File: src/logic/transport_defines.svh
/*
 * constants of the connection handshake: field widths, header codes,
 * reset values and the retransmission time.
 * assumes it is included by its bare name, before any package use.
 */
`ifndef TRANSPORT_DEFINES_SVH
`define TRANSPORT_DEFINES_SVH

// ************************************************************
// header field layout
// ************************************************************
`define TC_SEQ_W 10
`define TC_DATA_W 8
`define TC_REP_W 2
`define TC_REP_ZERO 2'h0

// connection control codes
`define TC_FLAG_NONE 2'h0
`define TC_FLAG_OPEN 2'h1
`define TC_FLAG_CLOSE 2'h2

// ************************************************************
// reset values
// ************************************************************
`define TC_SEQ_RESET 10'h000
`define TC_DATA_RESET 8'h00

// ************************************************************
// timing
// ************************************************************
`define TC_CLK_PERIOD_NS 10
`define TC_RETX_TIME_NS 2000
`define TC_RETX_CYCLES (`TC_RETX_TIME_NS / `TC_CLK_PERIOD_NS)
`define TC_TMR_W 9

`endif

File: src/logic/transport_pkg.sv
/*
 * types shared by both ends: control codes, connection states and
 * the transport packet header.
 * assumes transport_defines.svh is on the include path.
 */
`include "transport_defines.svh"

package transport_pkg;

	// ************************************************************
	// codes and states
	// ************************************************************
	typedef enum logic [1:0] {
		FLAG_NONE = `TC_FLAG_NONE,
		FLAG_OPEN = `TC_FLAG_OPEN,
		FLAG_CLOSE = `TC_FLAG_CLOSE
	} flag_t;

	// gray order closed, opening, open, closing
	typedef enum logic [1:0] {
		ST_CLOSED = 2'h0,
		ST_OPENING = 2'h1,
		ST_OPEN = 2'h3,
		ST_CLOSING = 2'h2
	} conn_state_t;

	typedef logic [`TC_SEQ_W-1:0] seq_t;
	typedef logic [`TC_DATA_W-1:0] data_t;

	// ************************************************************
	// transport packet header
	// ************************************************************
	typedef struct packed {
		seq_t seq;
		seq_t ack;
		logic ack_ok;
		logic [`TC_REP_W-1:0] repeat_count_field;
		flag_t flag;
		logic has_data;
		data_t data;
	} hdr_t;

	// builds a header with the repeat field at zero
	function automatic hdr_t make_hdr(seq_t s, seq_t a, logic ok,
		flag_t f, logic h, data_t d);
		hdr_t r;
		r.seq = s;
		r.ack = a;
		r.ack_ok = ok;
		r.repeat_count_field = `TC_REP_ZERO;
		r.flag = f;
		r.has_data = h;
		r.data = h ? d : `TC_DATA_RESET;
		return r;
	endfunction : make_hdr

endpackage : transport_pkg

File: src/logic/transport_link_if.sv
/*
 * the link between the two peer ends: one header channel each way.
 * assumes both ends share mclk; a packet is taken on any rising edge where
 * its valid is high, and the receiver never stalls.
 */
`timescale 1ns/100ps

interface transport_link_if;
	logic a2b_valid;
	transport_pkg::hdr_t a2b_hdr;
	logic b2a_valid;
	transport_pkg::hdr_t b2a_hdr;

	modport dev_end (output a2b_valid, output a2b_hdr,
		input b2a_valid, input b2a_hdr);
	modport peer_end (input a2b_valid, input a2b_hdr,
		output b2a_valid, output b2a_hdr);
endinterface : transport_link_if

File: src/logic/transport_end_dev.sv
/*
 * device end of the control transport link: opens, carries and closes
 * a connection with one peer, stop and wait with retransmission.
 * assumes a peer that keeps the same protocol, one clock, sync reset.
 */
`timescale 1ns/100ps
`include "transport_defines.svh"

module transport_end_dev (
	input wire logic mclk,
	input wire logic rst,
	transport_link_if.dev_end link,
	input wire logic open_cmd,
	input wire logic close_cmd,
	input wire logic tx_req,
	input wire transport_pkg::data_t tx_data,
	output logic tx_taken,
	output logic rx_valid,
	output transport_pkg::data_t rx_data,
	output logic rx_reject,
	output transport_pkg::conn_state_t conn_state
);

	// ************************************************************
	// constants and state
	// ************************************************************
	localparam transport_pkg::seq_t SEQ_ONE = `TC_SEQ_W'(1);
	localparam logic [`TC_TMR_W-1:0] TMR_LIMIT =
		`TC_TMR_W'(`TC_RETX_CYCLES - 1);
	localparam logic [`TC_TMR_W-1:0] TMR_ONE = `TC_TMR_W'(1);

	transport_pkg::conn_state_t state_reg, state_next;
	transport_pkg::seq_t snd_seq_reg, snd_seq_next;
	transport_pkg::seq_t exp_reg, exp_next;
	transport_pkg::hdr_t una_hdr_reg, una_hdr_next;
	transport_pkg::hdr_t tx_hdr_reg, tx_hdr_next;
	transport_pkg::data_t rx_data_reg, rx_data_next;
	transport_pkg::flag_t pl_flag;
	logic [`TC_TMR_W-1:0] tmr_reg, tmr_next;
	logic una_reg, una_next;
	logic role_reg, role_next;
	logic want_close_reg, want_close_next;
	logic ack_due_reg, ack_due_next;
	logic tx_valid_reg, tx_valid_next;
	logic rx_valid_reg, rx_valid_next;
	logic taken_reg, taken_next;
	logic reject_reg, reject_next;
	logic send_pl, send_ack, pl_ok, pl_has;

	// ************************************************************
	// receive decode
	// ************************************************************
	// incoming header and its classification
	transport_pkg::hdr_t rx_hdr;
	logic rx_got, carries, in_order, ack_hit, timed_out, is_close;
	assign rx_got = link.b2a_valid;
	assign rx_hdr = link.b2a_hdr;
	assign is_close = rx_hdr.flag == transport_pkg::FLAG_CLOSE;
	// a close code counts as payload like a logical packet
	assign carries = rx_hdr.has_data || is_close;
	assign in_order = rx_got && rx_hdr.seq == exp_reg;
	assign ack_hit = rx_got && rx_hdr.ack_ok && una_reg &&
		rx_hdr.ack == snd_seq_reg;
	assign timed_out = una_reg && tmr_reg == TMR_LIMIT;

	// ************************************************************
	// connection sequencing
	// ************************************************************
	// next state, sequence counters and what to send
	always_comb begin
		state_next = state_reg;
		snd_seq_next = snd_seq_reg;
		exp_next = exp_reg;
		una_next = una_reg && !ack_hit;
		una_hdr_next = una_hdr_reg;
		tmr_next = (una_reg && !timed_out) ? tmr_reg + TMR_ONE : '0;
		role_next = role_reg;
		want_close_next = want_close_reg ||
			(close_cmd && state_reg == transport_pkg::ST_OPEN);
		ack_due_next = ack_due_reg;
		tx_valid_next = 1'b0;
		tx_hdr_next = tx_hdr_reg;
		rx_valid_next = 1'b0;
		rx_data_next = rx_data_reg;
		taken_next = 1'b0;
		reject_next = 1'b0;
		send_pl = 1'b0;
		send_ack = 1'b0;
		pl_ok = 1'b1;
		pl_has = 1'b0;
		pl_flag = transport_pkg::FLAG_NONE;
		// acknowledge payload, gaps get a duplicate
		if (state_reg[1] && rx_got && carries) begin
			ack_due_next = 1'b1;
			if (in_order) begin
				exp_next = rx_hdr.seq + SEQ_ONE;
				rx_valid_next = rx_hdr.has_data;
				rx_data_next = rx_hdr.has_data ? rx_hdr.data : rx_data_reg;
			end
		end
		case (state_reg)
			transport_pkg::ST_CLOSED: begin
				una_next = 1'b0;
				ack_due_next = 1'b0;
				want_close_next = 1'b0;
				if (rx_got && rx_hdr.flag == transport_pkg::FLAG_OPEN &&
					!rx_hdr.ack_ok) begin
					exp_next = rx_hdr.seq + SEQ_ONE;
					send_pl = 1'b1;
					pl_flag = transport_pkg::FLAG_OPEN;
					role_next = 1'b0;
					state_next = transport_pkg::ST_OPENING;
				end else if (rx_got) begin
					reject_next = 1'b1;
				end else if (open_cmd) begin
					send_pl = 1'b1;
					pl_ok = 1'b0;
					pl_flag = transport_pkg::FLAG_OPEN;
					role_next = 1'b1;
					state_next = transport_pkg::ST_OPENING;
				end
			end
			transport_pkg::ST_OPENING: begin
				if (ack_hit && role_reg &&
					rx_hdr.flag == transport_pkg::FLAG_OPEN) begin
					exp_next = rx_hdr.seq + SEQ_ONE;
					send_ack = 1'b1;
					state_next = transport_pkg::ST_OPEN;
				end else if (ack_hit && !role_reg) begin
					state_next = transport_pkg::ST_OPEN;
				end
			end
			transport_pkg::ST_OPEN: begin
				if (in_order && is_close && !tx_req && !una_next) begin
					send_pl = 1'b1;
					pl_flag = transport_pkg::FLAG_CLOSE;
					role_next = 1'b0;
					state_next = transport_pkg::ST_CLOSING;
				end else if (tx_req && !una_next) begin
					send_pl = 1'b1;
					pl_has = 1'b1;
					taken_next = 1'b1;
				end else if (want_close_next && !una_next) begin
					send_pl = 1'b1;
					pl_flag = transport_pkg::FLAG_CLOSE;
					role_next = 1'b1;
					want_close_next = 1'b0;
					state_next = transport_pkg::ST_CLOSING;
				end else if (ack_due_next) begin
					send_ack = 1'b1;
				end
			end
			transport_pkg::ST_CLOSING: begin
				if (role_reg && in_order && is_close && ack_hit) begin
					send_ack = 1'b1;
					state_next = transport_pkg::ST_CLOSED;
				end else if (role_reg && in_order && rx_hdr.has_data) begin
					send_pl = !una_next && !tx_req;
					pl_flag = transport_pkg::FLAG_CLOSE;
					want_close_next = !send_pl;
					if (!send_pl)
						state_next = transport_pkg::ST_OPEN;
				end else if (!role_reg && ack_hit) begin
					state_next = transport_pkg::ST_CLOSED;
				end else if (ack_due_next) begin
					send_ack = 1'b1;
				end
			end
			default: state_next = transport_pkg::ST_CLOSED;
		endcase
		if (send_pl) begin
			tx_hdr_next = transport_pkg::make_hdr(snd_seq_reg, exp_next,
				pl_ok, pl_flag, pl_has, tx_data);
			una_next = 1'b1;
			una_hdr_next = tx_hdr_next;
			snd_seq_next = snd_seq_reg + SEQ_ONE;
			tmr_next = '0;
			ack_due_next = 1'b0;
			tx_valid_next = 1'b1;
		end else if (send_ack) begin
			tx_hdr_next = transport_pkg::make_hdr(snd_seq_reg, exp_next,
				1'b1, transport_pkg::FLAG_NONE, 1'b0, tx_data);
			ack_due_next = 1'b0;
			tx_valid_next = 1'b1;
		end else if (timed_out) begin
			tx_hdr_next = una_hdr_reg;
			tx_valid_next = 1'b1;
		end
	end

	// ************************************************************
	// registers
	// ************************************************************
	// connection control state
	always_ff @(posedge mclk) begin
		if (rst) begin
			state_reg <= transport_pkg::ST_CLOSED;
			snd_seq_reg <= `TC_SEQ_RESET;
			exp_reg <= `TC_SEQ_RESET;
			una_reg <= 1'b0;
			tmr_reg <= '0;
			role_reg <= 1'b0;
			want_close_reg <= 1'b0;
			ack_due_reg <= 1'b0;
		end else begin
			state_reg <= state_next;
			snd_seq_reg <= snd_seq_next;
			exp_reg <= exp_next;
			una_reg <= una_next;
			tmr_reg <= tmr_next;
			role_reg <= role_next;
			want_close_reg <= want_close_next;
			ack_due_reg <= ack_due_next;
		end
	end
	// link and user side outputs
	always_ff @(posedge mclk) begin
		if (rst) begin
			tx_valid_reg <= 1'b0;
			tx_hdr_reg <= '0;
			una_hdr_reg <= '0;
			rx_valid_reg <= 1'b0;
			rx_data_reg <= `TC_DATA_RESET;
			taken_reg <= 1'b0;
			reject_reg <= 1'b0;
		end else begin
			tx_valid_reg <= tx_valid_next;
			tx_hdr_reg <= tx_hdr_next;
			una_hdr_reg <= una_hdr_next;
			rx_valid_reg <= rx_valid_next;
			rx_data_reg <= rx_data_next;
			taken_reg <= taken_next;
			reject_reg <= reject_next;
		end
	end
	// outputs straight from the flops
	assign link.a2b_valid = tx_valid_reg;
	assign link.a2b_hdr = tx_hdr_reg;
	assign tx_taken = taken_reg;
	assign rx_valid = rx_valid_reg;
	assign rx_data = rx_data_reg;
	assign rx_reject = reject_reg;
	assign conn_state = state_reg;

endmodule : transport_end_dev

File: src/flat_wrapper.sv
// flat-port wrapper written by rule: the top's interface ports become plain ports
module transport_end_dev_flat 
  (mclk, rst, open_cmd, close_cmd, tx_req, tx_data, tx_taken, rx_valid, rx_data, rx_reject, conn_state, link_a2b_valid, link_a2b_hdr, link_b2a_valid, link_b2a_hdr);
  transport_link_if link_i ();
  input wire logic mclk;
  input wire logic rst;
  input wire logic open_cmd;
  input wire logic close_cmd;
  input wire logic tx_req;
  input wire transport_pkg::data_t tx_data;
  output logic tx_taken;
  output logic rx_valid;
  output transport_pkg::data_t rx_data;
  output logic rx_reject;
  output transport_pkg::conn_state_t conn_state;
  output wire logic [$bits(link_i.a2b_valid)-1:0] link_a2b_valid;
  output wire logic [$bits(link_i.a2b_hdr)-1:0] link_a2b_hdr;
  input wire logic [$bits(link_i.b2a_valid)-1:0] link_b2a_valid;
  input wire logic [$bits(link_i.b2a_hdr)-1:0] link_b2a_hdr;
  assign link_a2b_valid = link_i.a2b_valid;
  assign link_a2b_hdr = link_i.a2b_hdr;
  assign link_i.b2a_valid = link_b2a_valid;
  assign link_i.b2a_hdr = link_b2a_hdr;
  transport_end_dev u_core (.mclk(mclk), .rst(rst), .link(link_i), .open_cmd(open_cmd), .close_cmd(close_cmd), .tx_req(tx_req), .tx_data(tx_data), .tx_taken(tx_taken), .rx_valid(rx_valid), .rx_data(rx_data), .rx_reject(rx_reject), .conn_state(conn_state));
endmodule
File: config.mk
export PLATFORM = sky130hd
export DESIGN_NAME = transport_end_dev_flat
export DESIGN_NICKNAME = d
export VERILOG_FILES = /design/src/logic/transport_pkg.sv /design/src/logic/transport_link_if.sv /design/src/logic/transport_end_dev.sv /design/src/flat_wrapper.sv
export VERILOG_INCLUDE_DIRS = /design/src /design/src/logic
export SDC_FILE = /design/constraint.sdc
export NUM_CORES = 1
export LEC_CHECK = 0
export BUFFER_PORTS_ARGS = -buffer_cell sky130_fd_sc_hd__buf_2
export CORE_AREA = 2 2 134 168
export CTS_BUF_LIST = sky130_fd_sc_hd__clkbuf_8
export CTS_CLUSTER_DIAMETER = 120
export CTS_CLUSTER_SIZE = 8
export DETAILED_ROUTE_END_ITERATION = 7
export DIE_AREA = 0 0 136 170
export PLACE_DENSITY = 0.42
export SYNTH_ARGS = -nofsm -noshare
export SYNTH_HDL_FRONTEND = slang
export SYNTH_SLANG_ARGS = --single-unit
File: constraint.sdc
create_clock -name mclk -period 3.6 [get_ports mclk]
set_input_delay 0.18 -clock mclk [delete_from_list [all_inputs] [get_ports mclk]]
set_output_delay 0.18 -clock mclk [all_outputs]
set_load 0.01 [all_outputs]
== Word-level counts from Yosys, hierarchy flattened ==
Cells that the tools add are included.

* Flip-flop bits (word level): 111
* Bits of input ports: 48
* Output and inout bits: 48
* Word-level logic and storage cells: 167

* $add $sub $neg: 3
* Eq/ne operators: 15
* Muxes and demuxes: 76
* Bitwise logic cells: 4
* Reduce and logical (&&, ||, !) cells: 44

{| class="wikitable"
|+ Operator list
! kind !! count
|-
| 2-to-1 mux 34 bit || 3
|-
| 2-to-1 mux 1 bit || 42
|-
| 2-to-1 mux 10 bit || 4
|-
| 2-to-1 mux 2 bit || 19
|-
| logical AND 1 bit || 25
|-
| adder 10 x 1 -> 10 bit (second input constant) || 2
|-
| equality test 10 bit || 2
|-
| case mux 10 bit (2 select lines) || 1
|-
| adder 9 x 1 -> 9 bit (second input constant) || 1
|-
| equality test 9 x 8 -> 1 bit (second input constant) || 1
|-
| case mux 1 bit (3 select lines) || 3
|-
| OR reduction 3 bit || 3
|-
| 2-to-1 mux 8 bit || 1
|-
| case mux 2 bit (4 select lines) || 1
|-
| logical NOT 1 bit || 7
|-
| AND reduction 7 bit || 1
|-
| equality test 2 bit (second input constant) || 3
|-
| != test 3 x 2 -> 1 bit (second input constant) || 2
|-
| != test 3 bit (second input constant) || 2
|-
| case mux 2 bit (3 select lines) || 1
|-
| AND reduction 5 bit || 1
|-
| equality test 2 x 1 -> 1 bit (second input constant) || 2
|-
| != test 4 x 1 -> 1 bit (second input constant) || 1
|-
| != test 4 x 3 -> 1 bit (second input constant) || 1
|-
| 9 further kinds || 13
|}

== Longest topological paths before layout ==
* Depth after elaboration: 13
* Depth in mapped cells: 11
* Depth with buffers taken out: 9

== Worst setup path before layout ==
No wires, ideal clock.

* Path type: reg2reg
* From: register u_core.snd_seq_reg[7]
* To: register u_core.tx_hdr_reg (netlist bit u_core.link.a2b_hdr[32])
* Setup time: 0.088 ns
* Arrival time: 2.628 ns
* Required time: 3.512 ns
* Setup slack: 0.884 ns
* Stages on the path, launching flop included: 11
* Buffers on the path: 2
* Period minus slack after synthesis: 2.716 ns
* Cell sequence: dfxtp_1 buf_6 xor2_1 or4_4 nor4b_4 nand3b_1 o211ai_2 a311oi_4 buf_6 nor2_1 a311oi_2

* Longest elaborated chain between the ends: 12

{| class="wikitable"
|+ RTL lines
! item !! line !! RTL
|-
| from (decl) || transport_end_dev.sv:33 || <nowiki>transport_pkg::seq_t snd_seq_reg, snd_seq_next;</nowiki>
|-
| from (signal assigned) || transport_end_dev.sv:198 || <nowiki>snd_seq_reg <= `TC_SEQ_RESET;</nowiki>
|-
| from (signal assigned) || transport_end_dev.sv:207 || <nowiki>snd_seq_reg <= snd_seq_next;</nowiki>
|-
| equality test 10 bit * || transport_end_dev.sv:63 || <nowiki>rx_hdr.ack == snd_seq_reg;</nowiki>
|-
| logical AND 1 bit * || transport_end_dev.sv:62 || <nowiki>assign ack_hit = rx_got && rx_hdr.ack_ok && una_reg &&</nowiki>
|-
| logical NOT 1 bit || transport_end_dev.sv:74 || <nowiki>una_next = una_reg && !ack_hit;</nowiki>
|-
| logical AND 1 bit || transport_end_dev.sv:74 ||
|-
| logical NOT 1 bit || n/a ||
|-
| logical AND 1 bit || transport_end_dev.sv:143 || <nowiki>end else if (want_close_next && !una_next) begin</nowiki>
|-
| 2-to-1 mux 1 bit || transport_end_dev.sv:143 ||
|-
| 2-to-1 mux 1 bit || transport_end_dev.sv:139 || <nowiki>end else if (tx_req && !una_next) begin</nowiki>
|-
| 2-to-1 mux 1 bit || transport_end_dev.sv:134 || <nowiki>if (in_order && is_close && !tx_req && !una_next) begin</nowiki>
|-
| case mux 1 bit (3 select lines) || transport_end_dev.sv:101 || <nowiki>case (state_reg)</nowiki>
|-
| 2-to-1 mux 34 bit || transport_end_dev.sv:180 || <nowiki>end else if (send_ack) begin</nowiki>
|-
| 2-to-1 mux 34 bit || transport_end_dev.sv:171 || <nowiki>if (send_pl) begin</nowiki>
|-
| to (signal assigned) || transport_end_dev.sv:228 || <nowiki>tx_hdr_reg <= tx_hdr_next;</nowiki>
|-
| to (decl) || transport_end_dev.sv:36 || <nowiki>transport_pkg::hdr_t tx_hdr_reg, tx_hdr_next;</nowiki>
|}

Every way passes the cells marked *; elsewhere a longest branch is shown, timed or not.
A chain may end at the register's enable or synchronous reset.

== Worst setup path after layout ==
* From: register u_core.una_reg
* To: register u_core.tx_hdr_reg (netlist bit u_core.link.a2b_hdr[5])

* Longest elaborated chain between the ends: 12

{| class="wikitable"
|+ RTL lines
! item !! line !! RTL
|-
| from (decl) || transport_end_dev.sv:40 || <nowiki>logic una_reg, una_next;</nowiki>
|-
| from (signal assigned) || transport_end_dev.sv:209 || <nowiki>una_reg <= una_next;</nowiki>
|-
| logical AND 1 bit (2 in a row) || transport_end_dev.sv:62 ||
|-
| logical NOT 1 bit || transport_end_dev.sv:74 ||
|-
| logical AND 1 bit || transport_end_dev.sv:74 ||
|-
| logical NOT 1 bit || n/a ||
|-
| logical AND 1 bit || transport_end_dev.sv:143 ||
|-
| 2-to-1 mux 1 bit || transport_end_dev.sv:143 ||
|-
| 2-to-1 mux 1 bit || transport_end_dev.sv:139 ||
|-
| 2-to-1 mux 1 bit || transport_end_dev.sv:134 ||
|-
| case mux 1 bit (3 select lines) || transport_end_dev.sv:101 ||
|-
| 2-to-1 mux 34 bit || transport_end_dev.sv:180 ||
|-
| 2-to-1 mux 34 bit || transport_end_dev.sv:171 ||
|}

Parallel ways exist; a longest one is shown, timed or not.

==> metrics.md <==
| Metric | Value |
|---|---|
| Hold Slack | around 0.025 ns |
| Slowest CP cell | or4_1 |
| Gate Count Post-Synth | about 630 |
| Row cnt | 60 |
| Count leader, synth | dfxtp_1 |
| H-Tree Depth | 3 |
| Startpoint Class | register |
| Yosys Warn Count | 0 |
| Clock tree buffer depth | 2 |
| GRT overflow | 0 |
| Yosys cell types | 56 |
| WL final | roughly 15000 µm |
| Maxcap violations | 0 |
| Final setup skew | between 0.015 and 0.02 ns |
| Reg area | 0.00222 mm² |
| Die Span Y | 170 µm |
| Gr usage total | 0.133 |
| Fmax | about 330 MHz |
| Largest stage delay on the critical path | 0.59 ns |
| Slew @ Worst Pin | 0.836 ns |
| I/O Buffers | around 90 |
| Setup violations, final | 0 |
| Synthesized area | about 0.0053 mm² |
| HP Start | link_b2a_hdr[6] |
| Crit share post-route | 0.849 |
| #FFs+latches synth | about 110 |
| DRT Pass-1 Iters | 6 |
| HP Class | primary input to register |
| VDD IR max | around 0.00018 V |
| Slew margin rel. | 0.443 |
| Synth top area share | 0.420 |
| Unrepaired setup endpoints after global routing | false |
| Share of post-route cells with drive strength above 1 | 0.210 |
| Status | finished clean |
| CP Class | register to register |
| Num ports | between 90 and 100 |
| Post-synth top cells | dfxtp_1 (111), nand2_1 (101), nor2_1 (78) |
| Dpl cell area | between 0.006 and 0.007 mm² |
| CTS tree | yes |
| Clock root buffer | clkbuf_8 |
| Post-synthesis sequential area ratio | 0.420 |
| Core area | ~0.021 mm² |
| Final setup TNS | 0 ns |
| Asr flop ratio synth | 0 |
| FILL cells | around 2400 |
| Mean Syn Cell Area | 8.43 µm² |
| Slew Limit Fails | 0 |
| Die ar. | 0.0231 mm² |
| Clock Sinks | 111 |
| Crit path DAT | ~3.4 ns |
| Final HPWL DP | ~11000 µm |
| Critical path fanouts, max | 10 |
| Final GP Congestion | 0.841 |
| Ys flop type | dfxtp_1 |
| Drc violations | 0 |
| Crit path from | u_core.una_reg |
| Final Critical Period | 3.06 ns |
| LEAKAGE | about 0.0024 µW |
| CTS clk-pin slew, worst paths | 0.10 ns |
| Via count | 4735 |
| Initial antenna violation count | 0 |
| Global-route wire length before repair | between 20000 and 25000 µm |
| WP data required | between 3 and 4 ns |
| R2R Setup Slk | about 0.54 ns |
| PwrDens | approximately 510 mW/mm² |
| Yosys top cell by area | dfxtp_1 |
| Crit end category | register |
| Design area | between 0.006 and 0.007 mm² |
| Crit path buffers/inverters | 1 |
| Area Overhead vs Synth | 18.2% |
| Final Hold Viols | 0 |
| Number of synthesized flops with an enable pin | 0 |
| Iter 0 DRT Violations | 190 |
| Worst-Skew Late Latency | roughly 0.39 ns |
| Wire per inst | around 15 µm |
| Cts bufs inserted | 9 |
| Initial Util | 0.247 |
| Area of the multi-input gates | between 0.002 and 0.003 mm² |
| Final Non-Filler Cells | 992 |
| Die width | roughly 140 µm |
| NumNets Final | between 700 and 800 |
| Pin count of the biggest net entering global routing | between 70 and 80 |
| Antenna Nets Post-Route | 0 |
| RR Startpoint | u_core.una_reg |
| Worst path cell trace | nand3_1 -> or4_1 -> o31ai_1 -> nand2_1 -> o221ai_2 -> a311o_1 -> buf_4 -> nor3_1 -> a211oi_1 |
| Placed Cells | roughly 970 |
| Vias in the first global route | 4750 |
| # diodes | 0 |
| Critical path's top delay family | compound AO/OA/AOI/OAI gates |
| Top post-synthesis cells by area | dfxtp_1 (42%), nand2_1 (7.2%), nor2_1 (5.5%), xor2_1 (4.3%), a21oi_1 (3.7%) |
| Vias per cell | roughly 4.8 |
## worst register-to-register path, stage by stage, from the launching register on
cell	delay, ns
dfxtp_1	0.49
nand3_1	0.17
or4_1	0.59
o31ai_1	0.42
nand2_1	0.17
o221ai_2	0.41
a311o_1	0.23
buf_4	0.21
nor3_1	0.07
a211oi_1	0.22
## per-layer routing
metal	share of wire	wire length [µm]	up-vias	GRT usage
met3	0.050	752	27	0.0301
met5	0	0	-	0
met2	0.48	7230	117	0.220
met1	0.44	6560	2244	0.163
li1	-	-	2347	-
met4	0.030	454	0	0.0620
## per-stage QoR
step | utilization | total power [µW] | setup WS (ns)
4_1_cts | 0.292 | 3270 | 0.481
3_5_place_dp | 0.281 | 2520 | 0.480
5_1_grt | 0.292 | 3440 | 0.229
6_report | 0.292 | 3220 | 0.542
2_1_floorplan | - | 2170 | 0.884
3_3_place_gp | 0.281 | 2500 | 0.591
## where the power goes
group	leakage (µW)	switching, µW	internal (µW)
registers	0.000901	115	1390
clock network	0.0000935	453	280
logic	0.00141	588	394
total	0.00241	1160	2060
## kinds of logic (layout without fill, tap and decap cells)
kind of cell,count (synthesis),in the layout,share of synthesized area
fa+ha+maj,8,8,0.0189
buf+inv,51,135,0.0458
compound gates,128,128,0.184
xor+xnor,44,44,0.0728
mux,10,10,0.0189
simple gates,275,275,0.240
other cells,1,2,0.000708
flops,111,111,0.420
## layout make-up
class,count,share of cell area
Sequential cell,111,0.355
Timing Repair Buffer,110,0.101
Clock inverter,6,0.00819
Inverter,9,0.00539
Clock buffer,10,0.0220
Tap cell,279,0.0557
Multi-Input combinational cell,467,0.453
## layout by cell type, fill, tap and decap left out, drive strengths merged, types with 18 or more instances in the layout
master	instances
dfxtp	111
xnor2	18
nand2	101
a21oi	39
xor2	26
nor2	78
buf	107
a211oi	19
nand3	19
## path summary, 6_finish.rpt
| check | end | cells after the start |
|---|---|---|
| min reg2reg | u_core.una_hdr_reg[32] | 2 |
| min | u_core.rx_data[6] | 3 |
| max reg2reg | u_core.link.a2b_hdr[5] | 9 |
| max | u_core.link.a2b_hdr[5] | 9 |
## timing repair
item / CTS / global route
hold buffers: 3 / 0
hold endpoints to repair: 3 / 0
endpoints found under the setup margin: 0 / 0
setup buffers: 0 / 0
resized for setup: 0 / 0
Power figures use the tool's default switching activity.
